--- config.mk ---
export PLATFORM = sky130hd
export DESIGN_NAME = dprb_bank
export DESIGN_NICKNAME = d
export VERILOG_FILES = /design/src/rtl/dprb_bank.v
export VERILOG_INCLUDE_DIRS = /design/src /design/src/rtl
export SDC_FILE = /design/constraint.sdc
export NUM_CORES = 1
export LEC_CHECK = 0
export BUFFER_PORTS_ARGS = -buffer_cell sky130_fd_sc_hd__buf_2
export CORE_MARGIN = 4
export CORE_UTILIZATION = 30
export DETAILED_ROUTE_END_ITERATION = 10
export GPL_ROUTABILITY_DRIVEN = 0
export PLACE_DENSITY_LB_ADDON = 0.3
export SLEW_MARGIN = 30
export SYNTH_ARGS = -nofsm -noshare
export SYNTH_HDL_FRONTEND = slang
export SYNTH_SLANG_ARGS = --single-unit
--- constraint.sdc ---
create_clock -name clk -period 2.1 [get_ports clk]
set_clock_uncertainty 0.05 [all_clocks]
set_input_delay 0 -clock clk [delete_from_list [all_inputs] [get_ports clk]]
set_output_delay 0 -clock clk [all_outputs]
set_load 0.01 [all_outputs]
--- src/rtl/dprb_map.vh ---
`ifndef DPRB_MAP_VH
`define DPRB_MAP_VH
// register word addresses
`define DPRB_A_FLIM_LOW     16'h000e
`define DPRB_A_DCB_FREQ     16'h000f
`define DPRB_A_DCB_LEVEL    16'h0010
`define DPRB_A_DCB_TIME     16'h0011
`define DPRB_A_START_FREQ   16'h0012
`define DPRB_A_START_HOLD   16'h0013
`define DPRB_A_STOP_FREQ    16'h0014
`define DPRB_A_CARRIER      16'h0015
`define DPRB_A_STOP_HOLD    16'h0017
`define DPRB_A_CTRL_STRAT   16'h0018
`define DPRB_A_CLIM_MODE    16'h0019
`define DPRB_A_CLIM_LEVEL   16'h001a
`define DPRB_A_BR_DUTY      16'h001c
`define DPRB_A_DIG_FREF     16'h001d
`define DPRB_A_TQ_BOOST     16'h001e
`define DPRB_A_DYN_BRAKE    16'h001f
`define DPRB_A_IN1_FUNC     16'h0101
`define DPRB_A_IN2_FUNC     16'h0102
`define DPRB_A_IN3_FUNC     16'h0103
`define DPRB_A_IN4_FUNC     16'h0104
`define DPRB_A_IN5_FUNC     16'h0105
`define DPRB_A_TOUT_FUNC    16'h0106
`define DPRB_A_ROUT_FUNC    16'h0107
`define DPRB_A_ARR_HYST     16'h010a
`define DPRB_A_DET_LEVEL    16'h010b
`define DPRB_A_DET_HYST     16'h010c
`define DPRB_A_SPD_COEFF    16'h010d
`define DPRB_A_BRK_CUR      16'h010e
`define DPRB_A_BRK_FREQ     16'h010f
`define DPRB_A_BRK_TIMER    16'h0110
`define DPRB_A_FLIM_HIGH    16'h000d
// reset values
`define DPRB_R_FLIM_LOW     16'h0000
`define DPRB_R_DCB_FREQ     16'h0000
`define DPRB_R_DCB_LEVEL    16'h0000
`define DPRB_R_DCB_TIME     16'h0000
`define DPRB_R_START_FREQ   16'h000a
`define DPRB_R_START_HOLD   16'h0000
`define DPRB_R_STOP_FREQ    16'h0002
`define DPRB_R_CARRIER      16'h0004
`define DPRB_R_STOP_HOLD    16'h0000
`define DPRB_R_CTRL_STRAT   16'h0001
`define DPRB_R_CLIM_MODE    16'h0002
`define DPRB_R_CLIM_LEVEL   16'h00b4
`define DPRB_R_BR_DUTY      16'h0064
`define DPRB_R_DIG_FREF     16'h0000
`define DPRB_R_TQ_BOOST     16'h0032
`define DPRB_R_DYN_BRAKE    16'h0002
`define DPRB_R_IN1_FUNC     16'h0062
`define DPRB_R_IN2_FUNC     16'h0061
`define DPRB_R_IN3_FUNC     16'h0000
`define DPRB_R_IN4_FUNC     16'h0028
`define DPRB_R_IN5_FUNC     16'h0008
`define DPRB_R_TOUT_FUNC    16'h0039
`define DPRB_R_ROUT_FUNC    16'h0063
`define DPRB_R_ARR_HYST     16'h0019
`define DPRB_R_DET_LEVEL    16'h0258
`define DPRB_R_DET_HYST     16'h000a
`define DPRB_R_SPD_COEFF    16'h0bb8
`define DPRB_R_BRK_CUR      16'h0064
`define DPRB_R_BRK_FREQ     16'h000a
`define DPRB_R_BRK_TIMER    16'h000a
`define DPRB_R_FLIM_HIGH    16'h03e8
// ranges (min, max) in register units; refused input function codes last
`define DPRB_MAX_FREQ120    16'h04b0
`define DPRB_MAX_FREQ60     16'h0258
`define DPRB_MAX_PCT100     16'h0064
`define DPRB_MAX_PCT200     16'h00c8
`define DPRB_MIN_PCT20      16'h0014
`define DPRB_MAX_DCB_TIME   16'h0bb8
`define DPRB_MAX_HOLD       16'h03e8
`define DPRB_MIN_FREQ01     16'h0001
`define DPRB_MIN_CARRIER    16'h0002
`define DPRB_MAX_CARRIER    16'h000a
`define DPRB_MAX_MODE2      16'h0002
`define DPRB_MIN_DUTY       16'h0001
`define DPRB_MAX_DUTY       16'h01f4
`define DPRB_MAX_FREF       16'h2ee0
`define DPRB_MAX_BOOST      16'h00c8
`define DPRB_MAX_ARR_HYST   16'h0064
`define DPRB_MIN_COEFF      16'h0001
`define DPRB_MAX_COEFF      16'h4e20
`define DPRB_MAX_FREQ25     16'h00fa
`define DPRB_MAX_TIMER5     16'h0032
`define DPRB_FUNC_INV_FWD   16'h044a
`define DPRB_FUNC_INV_REV   16'h044b
// decoded modes
`define DPRB_CS_VF_NOSLIP   2'h0
`define DPRB_CS_TORQUE_VEC  2'h1
`define DPRB_CS_VF_SLIP     2'h2
`endif

--- src/rtl/dprb_bank.v ---
`include "dprb_map.vh"
`timescale 1ns/100ps
`default_nettype none
module dprb_bank (
  input  wire        clk,
  input  wire        rst_n,
  input  wire        wr_en,
  input  wire        rd_en,
  input  wire [15:0] addr,
  input  wire [15:0] wdata,
  output reg  [15:0] rdata,
  output reg         ack,
  output reg         nack,
  input  wire        run_state,
  input  wire        ramping_phase,
  output wire [1:0]  control_strategy,
  output wire        current_limit_active,
  output wire [15:0] current_limit_level,
  output wire        dynamic_brake_active,
  output wire        dc_brake_enable,
  output wire [15:0] dc_brake_level,
  output wire [15:0] dc_brake_start_freq,
  output wire [15:0] dc_brake_time,
  output wire [15:0] start_freq,
  output wire [15:0] start_freq_hold_time,
  output wire [15:0] stop_freq,
  output wire [15:0] stop_freq_hold_time,
  output wire [15:0] carrier_freq,
  output wire [15:0] freq_limit_low,
  output wire [15:0] freq_limit_high,
  output wire [15:0] arrival_hysteresis,
  output wire [15:0] detect_level,
  output wire [15:0] detect_hysteresis,
  output wire [15:0] speed_display_coeff,
  output wire [15:0] brake_release_current,
  output wire [15:0] brake_release_freq,
  output wire [15:0] brake_release_timer,
  output wire [16*7-1:0] terminal_functions
);

  localparam NREG = 31;

  // index of a word address, NREG when unmapped
  function [4:0] reg_index;
    input [15:0] a;
    begin
      case (a)
        `DPRB_A_FLIM_LOW:   reg_index = 5'h00;
        `DPRB_A_DCB_FREQ:   reg_index = 5'h01;
        `DPRB_A_DCB_LEVEL:  reg_index = 5'h02;
        `DPRB_A_DCB_TIME:   reg_index = 5'h03;
        `DPRB_A_START_FREQ: reg_index = 5'h04;
        `DPRB_A_START_HOLD: reg_index = 5'h05;
        `DPRB_A_STOP_FREQ:  reg_index = 5'h06;
        `DPRB_A_CARRIER:    reg_index = 5'h07;
        `DPRB_A_STOP_HOLD:  reg_index = 5'h08;
        `DPRB_A_CTRL_STRAT: reg_index = 5'h09;
        `DPRB_A_CLIM_MODE:  reg_index = 5'h0a;
        `DPRB_A_CLIM_LEVEL: reg_index = 5'h0b;
        `DPRB_A_BR_DUTY:    reg_index = 5'h0c;
        `DPRB_A_DIG_FREF:   reg_index = 5'h0d;
        `DPRB_A_TQ_BOOST:   reg_index = 5'h0e;
        `DPRB_A_DYN_BRAKE:  reg_index = 5'h0f;
        `DPRB_A_IN1_FUNC:   reg_index = 5'h10;
        `DPRB_A_IN2_FUNC:   reg_index = 5'h11;
        `DPRB_A_IN3_FUNC:   reg_index = 5'h12;
        `DPRB_A_IN4_FUNC:   reg_index = 5'h13;
        `DPRB_A_IN5_FUNC:   reg_index = 5'h14;
        `DPRB_A_TOUT_FUNC:  reg_index = 5'h15;
        `DPRB_A_ROUT_FUNC:  reg_index = 5'h16;
        `DPRB_A_ARR_HYST:   reg_index = 5'h17;
        `DPRB_A_DET_LEVEL:  reg_index = 5'h18;
        `DPRB_A_DET_HYST:   reg_index = 5'h19;
        `DPRB_A_SPD_COEFF:  reg_index = 5'h1a;
        `DPRB_A_BRK_CUR:    reg_index = 5'h1b;
        `DPRB_A_BRK_FREQ:   reg_index = 5'h1c;
        `DPRB_A_BRK_TIMER:  reg_index = 5'h1d;
        `DPRB_A_FLIM_HIGH:  reg_index = 5'h1e;
        default:            reg_index = 5'h1f;
      endcase
    end
  endfunction

  function [15:0] reset_value;
    input [4:0] i;
    begin
      case (i)
        5'h00:   reset_value = `DPRB_R_FLIM_LOW;
        5'h01:   reset_value = `DPRB_R_DCB_FREQ;
        5'h02:   reset_value = `DPRB_R_DCB_LEVEL;
        5'h03:   reset_value = `DPRB_R_DCB_TIME;
        5'h04:   reset_value = `DPRB_R_START_FREQ;
        5'h05:   reset_value = `DPRB_R_START_HOLD;
        5'h06:   reset_value = `DPRB_R_STOP_FREQ;
        5'h07:   reset_value = `DPRB_R_CARRIER;
        5'h08:   reset_value = `DPRB_R_STOP_HOLD;
        5'h09:   reset_value = `DPRB_R_CTRL_STRAT;
        5'h0a:   reset_value = `DPRB_R_CLIM_MODE;
        5'h0b:   reset_value = `DPRB_R_CLIM_LEVEL;
        5'h0c:   reset_value = `DPRB_R_BR_DUTY;
        5'h0d:   reset_value = `DPRB_R_DIG_FREF;
        5'h0e:   reset_value = `DPRB_R_TQ_BOOST;
        5'h0f:   reset_value = `DPRB_R_DYN_BRAKE;
        5'h10:   reset_value = `DPRB_R_IN1_FUNC;
        5'h11:   reset_value = `DPRB_R_IN2_FUNC;
        5'h12:   reset_value = `DPRB_R_IN3_FUNC;
        5'h13:   reset_value = `DPRB_R_IN4_FUNC;
        5'h14:   reset_value = `DPRB_R_IN5_FUNC;
        5'h15:   reset_value = `DPRB_R_TOUT_FUNC;
        5'h16:   reset_value = `DPRB_R_ROUT_FUNC;
        5'h17:   reset_value = `DPRB_R_ARR_HYST;
        5'h18:   reset_value = `DPRB_R_DET_LEVEL;
        5'h19:   reset_value = `DPRB_R_DET_HYST;
        5'h1a:   reset_value = `DPRB_R_SPD_COEFF;
        5'h1b:   reset_value = `DPRB_R_BRK_CUR;
        5'h1c:   reset_value = `DPRB_R_BRK_FREQ;
        5'h1d:   reset_value = `DPRB_R_BRK_TIMER;
        5'h1e:   reset_value = `DPRB_R_FLIM_HIGH;
        default: reset_value = 16'h0000;
      endcase
    end
  endfunction

  function in_range;
    input [15:0] v;
    input [15:0] lo;
    input [15:0] hi;
    begin
      in_range = (v >= lo) && (v <= hi);
    end
  endfunction

  // range check per field except the function fields; inverted run codes are refused on inputs, output codes take any value
  function accept;
    input [4:0]  i;
    input [15:0] v;
    begin
      case (i)
        5'h00, 5'h1e: accept = in_range(v, 16'h0000, `DPRB_MAX_FREQ120);
        5'h01: accept = in_range(v, 16'h0000, `DPRB_MAX_FREQ60);
        5'h02: accept = in_range(v, 16'h0000, `DPRB_MAX_PCT100);
        5'h03: accept = in_range(v, 16'h0000, `DPRB_MAX_DCB_TIME);
        5'h04: accept = in_range(v, `DPRB_MIN_FREQ01, `DPRB_MAX_FREQ60);
        5'h05: accept = in_range(v, 16'h0000, `DPRB_MAX_HOLD);
        5'h06: accept = in_range(v, `DPRB_MIN_FREQ01, `DPRB_MAX_FREQ60);
        5'h07: accept = in_range(v, `DPRB_MIN_CARRIER, `DPRB_MAX_CARRIER);
        5'h08: accept = in_range(v, 16'h0000, `DPRB_MAX_HOLD);
        5'h09, 5'h0a, 5'h0f: accept = in_range(v, 16'h0000, `DPRB_MAX_MODE2);
        5'h0b: accept = in_range(v, `DPRB_MIN_PCT20, `DPRB_MAX_PCT200);
        5'h0c: accept = in_range(v, `DPRB_MIN_DUTY, `DPRB_MAX_DUTY);
        5'h0d: accept = in_range(v, 16'h0000, `DPRB_MAX_FREF);
        5'h0e: accept = in_range(v, 16'h0000, `DPRB_MAX_BOOST);
        5'h10, 5'h11, 5'h12, 5'h13, 5'h14:
          accept = (v != `DPRB_FUNC_INV_FWD) && (v != `DPRB_FUNC_INV_REV);
        5'h15, 5'h16: accept = 1'b1;
        5'h17: accept = in_range(v, 16'h0000, `DPRB_MAX_ARR_HYST);
        5'h18, 5'h19: accept = in_range(v, 16'h0000, `DPRB_MAX_FREQ120);
        5'h1a: accept = in_range(v, `DPRB_MIN_COEFF, `DPRB_MAX_COEFF);
        5'h1b: accept = in_range(v, 16'h0000, `DPRB_MAX_PCT200);
        5'h1c: accept = in_range(v, 16'h0000, `DPRB_MAX_FREQ25);
        5'h1d: accept = in_range(v, 16'h0000, `DPRB_MAX_TIMER5);
        default: accept = 1'b0;
      endcase
    end
  endfunction

  reg  [15:0] regs_r [0:NREG-1];
  wire [4:0]  idx    = reg_index(addr);
  wire        mapped = (idx != 5'h1f);
  wire        wr_ok  = wr_en && mapped && accept(idx, wdata);

  genvar g;
  generate
    for (g = 0; g < NREG; g = g + 1) begin : g_reg
      // index and default fixed per slot so the reset branch loads a plain constant
      localparam [4:0]  GI    = g;
      localparam [15:0] RST_V = reset_value(GI);
      always @(posedge clk or negedge rst_n) begin
        if (!rst_n) begin
          regs_r[g] <= RST_V;
        end else if (wr_ok && (idx == GI)) begin
          regs_r[g] <= wdata;
        end
      end
    end
  endgenerate

  // one-cycle answer; writes out of range or unmapped answer nack
  always @(posedge clk or negedge rst_n) begin
    if (!rst_n) begin
      rdata <= 16'h0000;
      ack   <= 1'b0;
      nack  <= 1'b0;
    end else begin
      ack   <= wr_ok || (rd_en && !wr_en && mapped);
      nack  <= (wr_en && !wr_ok) || (rd_en && !wr_en && !mapped);
      if (rd_en && !wr_en) begin
        rdata <= mapped ? regs_r[idx] : 16'h0000;
      end
    end
  end

  assign control_strategy = regs_r[9][1:0];

  assign current_limit_active = (regs_r[10] == 16'h0002) ||
                                ((regs_r[10] == 16'h0001) && run_state && !ramping_phase);
  assign current_limit_level  = regs_r[11];

  assign dynamic_brake_active = (regs_r[15] == 16'h0002) ||
                                ((regs_r[15] == 16'h0001) && run_state);

  assign dc_brake_enable      = (regs_r[3] != 16'h0000);

  assign freq_limit_low        = regs_r[0];
  assign dc_brake_start_freq   = regs_r[1];
  assign dc_brake_level        = regs_r[2];
  assign dc_brake_time         = regs_r[3];
  assign start_freq            = regs_r[4];
  assign start_freq_hold_time  = regs_r[5];
  assign stop_freq             = regs_r[6];
  assign carrier_freq          = regs_r[7];
  assign stop_freq_hold_time   = regs_r[8];
  assign arrival_hysteresis    = regs_r[23];
  assign detect_level          = regs_r[24];
  assign detect_hysteresis     = regs_r[25];
  assign speed_display_coeff   = regs_r[26];
  assign brake_release_current = regs_r[27];
  assign brake_release_freq    = regs_r[28];
  assign brake_release_timer   = regs_r[29];
  assign freq_limit_high       = regs_r[30];
  assign terminal_functions    = {regs_r[22], regs_r[21], regs_r[20], regs_r[19],
                                  regs_r[18], regs_r[17], regs_r[16]};

endmodule // dprb_bank
`default_nettype wire

==> results of run 1 <==
## timing repair
item,CTS,global route
cloned,5,1
resized for setup,161,93
buffers inserted,53,1
setup endpoints to repair,484,485
pin swaps,45,5
endpoints found under the hold margin,516,0
hold buffers,11,0
## cell type report
type,instances,area (um2)
Inverter,14,52.6
Fill cell,8755,53700
Sequential cell,514,12900
Multi-Input combinational cell,1412,11400
Tap cell,1165,1460
Timing Repair Buffer,981,7470
Clock buffer,81,1540
Clock inverter,16,178
Antenna cell,2,5.00
## per-layer routing
layer	share of wire (%)	global-route usage [%]	wire length, um	vias up
met3	9.4	7.89	11500	201
met2	45	39.7	55000	903
met1	42	33.0	51600	11300
li1	-	-	-	9461
met4	3.9	8.12	4740	2
met5	0.011	0	13	-
## cells by family after synthesis
group | after synthesis | share of synthesized area [%]
xor+xnor | 5 | 0.162
mux | 378 | 15.5
buf+inv | 597 | 14.0
flops | 514 | 47.9
compound gates | 371 | 9.41
simple gates | 658 | 13.0
## worst paths after layout
| kind | startpoint | slack [ps] | end | depth (start not counted) |
|---|---|---|---|---|
| worst max-delay path | addr[14] | -800 | rdata[15] | 19 |
| worst min-delay path | rst_n | 30 | current_limit_level[7] | 2 |
| worst max register to register | freq_limit_low[0] | 310 | rdata[0] | 6 |
| worst min register to register | rdata[6] | 430 | rdata[6] | 2 |
| max in group asynchronous | rst_n | 1390 | speed_display_coeff[7] | 4 |
| min in group clk | wdata[11] | 30 | dc_brake_time[11] | 3 |
## stage by stage
step / cells / area (um2)
final: 4185 / 35000
after global routing: 4183 / 35000
after CTS: 4183 / 34700
after detailed placement: 4020 / 31500
after global placement: 4020 / 31500
after floorplan: 2523 / 27600
## worst reg2reg max path, stage by stage (launching register included)
cell and delay (ps):
dfrtp_1 370, mux2_2 210, o22ai_1 120, a211oi_2 190
o2111ai_1 150, or4_4 540, nand3_1 100
## where the power goes
group	leakage, nW	internal (W)	total, W	switching, W
Sequential	6.94	0.00991	0.00991	0.00000189
Combinational	9.74	0.000342	0.00100	0.000663
Clock	0.837	0.00543	0.00960	0.00417
## synth_stat cells (11+ instances only)
master,count,area (um2)
nor2_1,86,323
o221ai_1,17,149
and2_1,132,826
buf_1,12,45.0
nand4_1,15,93.8
nor4_1,29,181
o2111ai_1,11,96.3
nand2_1,158,593
mux2_1,23,259
a21oi_1,66,330
a211oi_1,11,82.6
or3_1,31,194
a2111oi_0,11,96.3
mux2_2,295,3320
inv_1,14,52.6
buf_2,21,105
a32oi_1,15,131
nor2b_1,55,344
o21ai_0,46,230
buf_4,402,3020
dfrtp_1,451,11300
dfstp_2,63,1660
a31oi_1,21,131
mux2i_1,60,601
clkbuf_1,148,556
o211ai_1,13,97.6
nand3_1,49,245
or4_1,17,128
o22ai_1,81,507
nor3_1,34,170
==> flow_metrics.tcl, run 1 <==
set metrics [dict create \
    synth-seq-area-share_pct 47.9 \
    rows 109 \
    rsz0062_at_grt "yes" \
    grt_max_degree 79 \
    cts.htree.levels 2 \
    ir_worst_vdd_uv 541 \
    max_slew_margin_pct 47.1 \
    pwr_density_cell_nw_per_um2 585 \
    grt_pass1_vias 22300 \
    worst-endpoint-arrival_ps 3370 \
    drtIter0Drc 1932 \
    syn_inst 2523 \
    leakage_nw 17.5 \
    route.vias.total 21900 \
    viasPerCell 5.23 \
    dieArea_um2 94900 \
    synthFlopType "dfrtp_1" \
    finalCritPeriodShare_pct 138 \
    tightest_slew_ps 791 \
    criticalPathCategory "input pin to flip-flop" \
    numCtsBuffers 52 \
    grt_overflow_total 0 \
    area_growth_pct 29.8 \
    clk_latency_ps 610 \
    synth_nets 2561 \
    dieWidth_um 308 \
    root_buffer "clkbuf_16" \
    ys_types 71 \
    drc 0 \
    cpLargestDelayFamily "buffers and inverters" \
    slowest_delay_ps 530 \
    holdCritPathClass "input pin to asynchronous set/reset pin" \
    place_ws_ps -1980 \
    report.final.slew_viol_count 0 \
    yosysWarnings 0 \
    antenna_found_initial 8 \
    setup_violations 483 \
    wl_mm 123 \
    ios 461 \
    layout_common_cells "453 x buf_2, 451 x dfrtp_1, 397 x buf_4" \
    min_period_ps 2900 \
    dr.pass1.iters 5 \
    grt_pass1_wl_mm 171 \
    antenna_left 0 \
    synth-edff-count 0 \
    final_util_pct 39.5 \
    finalSetupTns_ps -281390 \
    clock_path_buffers 3 \
    syn_area_per_cell_um2 10.7 \
    die_y_um 308 \
    largest_reg_flops 112 \
    cp_slowest_cell "or4_4" \
    clkTransAtPathRegs_ps 60 \
    drive_gt1_share_pct 52.2 \
    ys_ff_latch 514 \
    maxCapViolations 0 \
    timing.final.ws_setup_ps -796 \
    violations "setup timing" \
    path_max_fanout 5 \
    path_cells "buf_6 > or4_4 > nor2_1 > buf_4 > a222oi_1 > buf_4 > buf_4 > buf_4 > buf_4 > buf_4 > buf_6 > nand3_4 > buf_4 > buf_4 > o22ai_1 > a221oi_2 > o2111ai_1 > or3_1 > o211ai_1" \
    final_common_cell "buf_2" \
    wl_per_cell_um 29.4 \
    crit_required_ps 2570 \
    dpl.hpwl_mm 92.5 \
    synthArstFlopShare_pct 100 \
    whs_ps 33.2 \
    cts_tree "built" \
    grtUsageTotal_pct 25.2 \
    fmax_mhz 345 \
    status "complete, but fails checks" \
    final-hold-violation-count 0 \
    fin_total_pwr_w 0.0205 \
    crit_top_cell "buf_4" \
    cp_num_buf_inv 10 \
    initial_core_util_pct 30.4 \
    synth_area_um2 27000 \
    worstSetupStartpointType "input pin" \
    cts.sinks 514 \
    cp-end-kind "flip-flop" \
    numPortBuffers 460 \
    core_um2 88800 \
    fin_nets 3013 \
]
Power figures use the tool's default switching activity.
==> run 2: changes to the inputs <==
- GPL_ROUTABILITY_DRIVEN: 0 -> unset
- SETUP_SLACK_MARGIN: unset -> 0.15
==> run 2 against run 1 <==
The flow still finishes with violations (setup timing). Combinational power up 5%. Register-to-register slack got worse by 40 ps. Non-clock buffer count increased by 38. Fmax decreased by 1.7%. Clock power barely moved. Power grew 0.11%. Via count is 1.5% higher. Utilization up 0.90 points. Setup slack worse by 49 ps. Sequential share of layout area fell by 0.82 points. Highest routed layer is now met4.
==> flow_metrics.tcl, run 2 (synthesis results as in run 1) <==
set metrics [dict create \
    final_common_cell "dfrtp_1" \
    grt_max_degree 68 \
    largest_reg_flops 112 \
    path_cells "buf_6 > or4_4 > or4_4 > o32ai_4 > nor4_4 > or4b_4 > o32ai_4 > a221oi_4 > buf_4 > nor3_4 > buf_12 > mux2_2" \
    root_buffer "clkbuf_16" \
    hold_depth 3 \
    grt_use_met1_pct 33.4 \
    clkTransAtPathRegs_ps 60 \
    wl_mm 127 \
    dp_cells 4029 \
    violations "setup timing" \
    final-hold-violation-count 0 \
    cts.htree.levels 2 \
    numPortBuffers 460 \
    hold_path_startpoint "wdata[11]" \
    ios 461 \
    path_max_fanout 12 \
    gp_congestion 1.01 \
    report.final.slew_viol_count 0 \
    final_cells 4221 \
    grt_pass1_wl_mm 174 \
    nFillCells 8660 \
    dr.pass1.iters 5 \
    use_met2_pct 40.6 \
    die_y_um 308 \
    cp-end-kind "flip-flop" \
    globalRouteMet3Util_pct 7.92 \
    area_growth_pct 32.7 \
    status "complete, but fails checks" \
    drive_gt1_share_pct 54.5 \
    wl_per_cell_um 30.0 \
    maxCapViolations 0 \
    drtIter0Drc 1876 \
    dieWidth_um 308 \
    final_util_pct 40.4 \
    grt_pass1_vias 22400 \
    antenna_found_initial 2 \
    route.vias.total 22200 \
    viasPerCell 5.27 \
    max_slew_margin_pct 39.8 \
    cts_tree "built" \
    dpl.hpwl_mm 94.4 \
    leakage_nw 17.8 \
    core_um2 88800 \
    numCtsBuffers 52 \
    r2r_setup_slack_ps 270 \
    worst-endpoint-arrival_ps 3380 \
    initial_core_util_pct 30.4 \
    clock_path_buffers 3 \
    rsz0062_at_grt "yes" \
    grt_overflow_total 0 \
    worstSetupStartpointType "input pin" \
    slowest_delay_ps 600 \
    setup_violations 484 \
    holdCritPathClass "input pin to flip-flop" \
    criticalPathCategory "input pin to flip-flop" \
    finalCritPeriodShare_pct 140 \
    r2r-end "rdata[0]" \
    ir_worst_vdd_uv 551 \
    ff2ff_path_depth 6 \
    min_period_ps 2950 \
    r2r_start "freq_limit_low[0]" \
    cp_slowest_cell "or4_4" \
    dieArea_um2 94900 \
    grtUsageTotal_pct 25.5 \
    crit_required_ps 2530 \
    antenna_left 0 \
    whs_ps 30.6 \
    fin_nets 3051 \
    fmax_mhz 340 \
    place_ws_ps -1930 \
    rows 109 \
    layout_common_cells "451 x dfrtp_1, 450 x buf_2, 399 x buf_4" \
    clk_latency_ps 600 \
    top_usage_layer "met2" \
    drc 0 \
    finalSetupTns_ps -308140 \
    hold_path_end "terminal_functions[59]" \
    tightest_slew_ps 900 \
    timing.final.ws_setup_ps -845 \
    pwr_density_cell_nw_per_um2 573 \
    cts.sinks 514 \
]
==> run 2: cell count changes in the layout (fill, tap and decap cells not counted), moves of 5 or more <==
cell / before / now
nor2_2: 2 / 7
or3_4: 11 / 21
nor4_2: 3 / 8
or3_1: 20 / 10
clkbuf_16: 55 / 60
nor2_1: 83 / 78
dlygate4sd3_1: 10 / 15
and2_4: 11 / 27
and2_1: 121 / 104
buf_6: 35 / 60
==> run 2: metal layers <==
layer	up-vias	routed length, um	part of all wire (%)
met5	-	0	0
met3	182	11900	9.4
met2	956	57300	45
met1	11600	53100	42
met4	0	4490	3.5
li1	9528	-	-
==> run 2: cell type report <==
cell class | instances | area [um2] | share of cell area (%)
Sequential cell | 514 | 12900 | 36.1
Inverter | 14 | 52.6 | 0.147
Clock buffer | 78 | 1480 | 4.13
Clock inverter | 17 | 216 | 0.604
Timing Repair Buffer | 1019 | 8000 | 22.3
Tap cell | 1165 | 1460 | 4.07
Multi-Input combinational cell | 1412 | 11700 | 32.6
Antenna cell | 2 | 5.00 | 0.0140
==> run 2: through the flow <==
stage	instance area (um2)	power, W
after floorplan	27600	0.0103
after global placement	31500	0.0110
after detailed placement	31500	0.0110
after CTS	34700	0.0207
after global routing	35800	0.0211
final	35800	0.0205
==> run 2: how the worst max path moves through the flow <==
stage,startpoint,end,slack (ps)
floorplan,addr[7],stop_freq_hold_time[6],-1570
global placement,addr[1],rdata[2],-1870
detailed placement,addr[1],rdata[2],-1930
CTS,addr[14],terminal_functions[57],-750
global route,addr[2],terminal_functions[69],-940
finish,addr[6],stop_freq[9],-850
==> run 2: timing repair <==
action,4_1_cts,5_1_grt
gates resized for setup,218,155
pin swaps,39,48
endpoints found under the setup margin,485,485
buffers inserted,32,33
cloned,7,7
hold buffers,16,0
endpoints found under the hold margin,584,0
==> run 2: power by group <==
| group | switching [W] | total, W | internal, W | leakage [nW] |
|---|---|---|---|---|
| Clock | 0.00410 | 0.00958 | 0.00548 | 0.833 |
| Sequential | 0.00000221 | 0.00991 | 0.00991 | 6.94 |
| Combinational | 0.000694 | 0.00105 | 0.000355 | 10.1 |
| Total | 0.00479 | 0.0205 | 0.0157 | 17.8 |
==> run 2: critical path, delay by kind of cell <==
kind	cells	cell delay [ps]
simple gates	5	1970
compound gates	3	600
mux	1	340
buf+inv	3	440
==> run 3: changes to the inputs <==
- ABC_AREA: unset -> 1
- CORE_MARGIN: 4 -> 2
==> run 3 against run 2 <==
The flow still finishes with violations (setup timing). Clock-buffer cell count grew 7. Hold slack improved by 21 ps. Clock power up 20%. Combinational power about the same. Utilization is 1.5 points higher. Design area up 18%. Global-route usage up 1.8 points. Flip-flop and latch count is the same. Sequential share of layout area down 5.6 points. Non-clock buffer count is 93 higher. Setup slack better by 570 ps. Register-to-register slack improved by 100 ps. Critical path type unchanged.
==> flow_metrics.tcl, run 3 <==
set metrics [dict create \
    crit_required_ps 2600 \
    drive_gt1_share_pct 38.3 \
    wl_per_cell_um 23.8 \
    cts_tree "built" \
    place_ws_ps -1180 \
    pwr-share-comb_pct 4.5 \
    ios 461 \
    timing.final.ws_setup_ps -276 \
    fin_area_um2 42500 \
    violations "setup timing" \
    dieArea_um2 104000 \
    worstSetupStartpointType "input pin" \
    grt_pass1_vias 30100 \
    min_period_ps 2380 \
    setup_violations 515 \
    core_um2 101000 \
    antenna_left 0 \
    die_y_um 323 \
    pwr_density_cell_nw_per_um2 529 \
    largest_reg_flops 112 \
    synth_area_um2 30500 \
    switching_power_w 0.00548 \
    criticalPathCategory "input pin to flip-flop" \
    tightest_slew_ps 1070 \
    rows 117 \
    initial_core_util_pct 30.1 \
    yosysMostFrequentCell "nand2_1" \
    synthFlopType "dfrtp_1" \
    grt_pass1_wl_mm 209 \
    area_growth_pct 39.1 \
    cts.sinks 514 \
    clock_path_buffers 3 \
    wl_mm 147 \
    nFillCells 10400 \
    ys_types 48 \
    cts.htree.levels 2 \
    status "complete, but fails checks" \
    swShare_pct 24.4 \
    clkPwrFrac_pct 51.4 \
    power.internal_w 0.0170 \
    synth_nets 4272 \
    path_max_fanout 8 \
    root_buffer "clkbuf_16" \
    post_dp_cell_area_um2 34500 \
    cp-end-kind "flip-flop" \
    whs_ps 51.3 \
    viasPerCell 5.01 \
    synth-edff-count 0 \
    leakage_nw 23.4 \
    dpl.hpwl_mm 102 \
    synth_commonest_cells "1465 x nand2_1, 519 x inv_1, 451 x dfrtp_1" \
    drc 0 \
    fin_nets 4810 \
    synth-seq-area-share_pct 42.4 \
    syn_area_per_cell_um2 7.21 \
    drtIter0Drc 3082 \
    synth_top_area_share_pct 37.0 \
    route.vias.total 31100 \
    ir_worst_vdd_uv 633 \
    maxCapViolations 0 \
    yosysWarnings 0 \
    synth_top_area_cell "dfrtp_1" \
    fin_total_pwr_w 0.0225 \
    ys_ff_latch 514 \
    holdCritPathClass "input pin to flip-flop" \
    clk_latency_ps 680 \
    numCtsBuffers 61 \
    grtUsageTotal_pct 27.3 \
    final-hold-violation-count 0 \
    gp_congestion 0.937 \
    diodes 0 \
    fmax_mhz 421 \
    numPortBuffers 460 \
    report.final.slew_viol_count 0 \
    final_common_cell "nand2_1" \
    clkTransAtPathRegs_ps 60 \
    netlist_top_cells_area "dfrtp_1 37%, nand2_1 18%, buf_4 10%, nand4_1 7.0%, inv_1 6.4%" \
    max_slew_margin_pct 28.7 \
    syn_inst 4234 \
    grt_max_degree 76 \
    synthArstFlopShare_pct 100 \
    worst-endpoint-arrival_ps 2880 \
    dr.pass1.iters 6 \
    grt_overflow_total 0 \
    power_frac_seq_pct 44.1 \
    rsz0062_at_grt "yes" \
    finalCritPeriodShare_pct 113 \
    final_util_pct 41.9 \
    layout_common_cells "1157 x nand2_1, 484 x inv_1, 451 x dfrtp_1, 451 x buf_2, 369 x buf_4" \
    dieWidth_um 323 \
    antenna_found_initial 8 \
]
==> run 3: changes by cell type in the layout (fill, tap and decap cells not counted), sizes merged, moves of 132 or more <==
cell	change
nand2	+1317
inv	+540
nand4	+328
mux2	-318
nor2	+285
and2	-132
==> run 3: final cells by class <==
class / count / area, um2 / share of cell area [%]
multi-input combinational: 2525 / 13500 / 31.8
sequential: 514 / 12900 / 30.5
timing repair buffer: 1112 / 10000 / 23.6
inverter: 558 / 2120 / 5.00
clock buffer: 85 / 1740 / 4.09
tap: 1368 / 1710 / 4.03
clock inverter: 31 / 417 / 0.981
==> run 3: through the flow <==
step	TNS [ps]	instances
6_report	-94460	6193
3_3_place_gp	-427270	5865
2_1_floorplan	-83700	4234
3_5_place_dp	-416340	5865
5_1_grt	-164520	6193
4_1_cts	-60090	6169
==> run 3: cell families after synthesis <==
family | share of synthesized area [%]
and+or+nand+nor | 32.9
DFF | 42.4
buffers and inverters | 20.9
AOI/OAI and AO/OA | 3.73
==> run 3: power by group through the flow <==
| stage | clock network, W | logic (W) | registers [W] |
|---|---|---|---|
| 2_1_floorplan | 0 | 0.000210 | 0.0101 |
| 6_report | 0.0115 | 0.00102 | 0.00991 |
| 4_1_cts | 0.0117 | 0.000992 | 0.00991 |
| 5_1_grt | 0.0121 | 0.00107 | 0.00991 |
| 3_3_place_gp | 0 | 0.000895 | 0.0101 |
| 3_5_place_dp | 0 | 0.000892 | 0.0101 |
==> run 3: metal layers <==
metal	global-route usage, %	up-vias	share of wire [%]
met5	0	-	0.047
met4	11.9	12	5.1
met3	6.02	404	8.6
met2	44.1	1621	46
met1	35.2	15100	40
li1	-	13900	-
==> run 3: final timing paths <==
check	to	start	slack, ps	cells after the start
min in group asynchronous	stop_freq[1]	rst_n	500	3
max in group asynchronous	freq_limit_high[3]	rst_n	880	5
worst min-delay path	terminal_functions[1]	wdata[1]	50	5
worst min register to register	regs_r[257]	regs_r[257]	410	2
worst max register to register	rdata[0]	terminal_functions[80]	370	10
worst max-delay path	regs_r[291]	addr[12]	-280	27
==> run 3: timing repair <==
item / 4_1_cts / 5_1_grt
cloned: 49 / 10
gates resized for setup: 597 / 301
endpoints found under the hold margin: 705 / 0
endpoints found under the setup margin: 517 / 516
hold buffers: 38 / 0
pin swaps: 230 / 111
setup buffers: 101 / 14
==> run 3: critical path: stages <==
cell and delay [ps]:
buf_4 130, nor2_4 100, nand2_4 80, nor2_4 170, buf_6 130, buf_12 150
nand2_8 70, nand2_2 70, nor2_1 40, nand2_1 120, nor2_4 50, buf_12 130
o21ai_4 170, buf_6 140, nand3_2 80, nand2_1 70, nand2_1 60, nand3_2 120
nor2_4 60, nand2_8 120, buf_6 110, buf_6 90, buf_12 150, nand3_4 140
buf_12 190, nand2_2 60, nand2_1 50
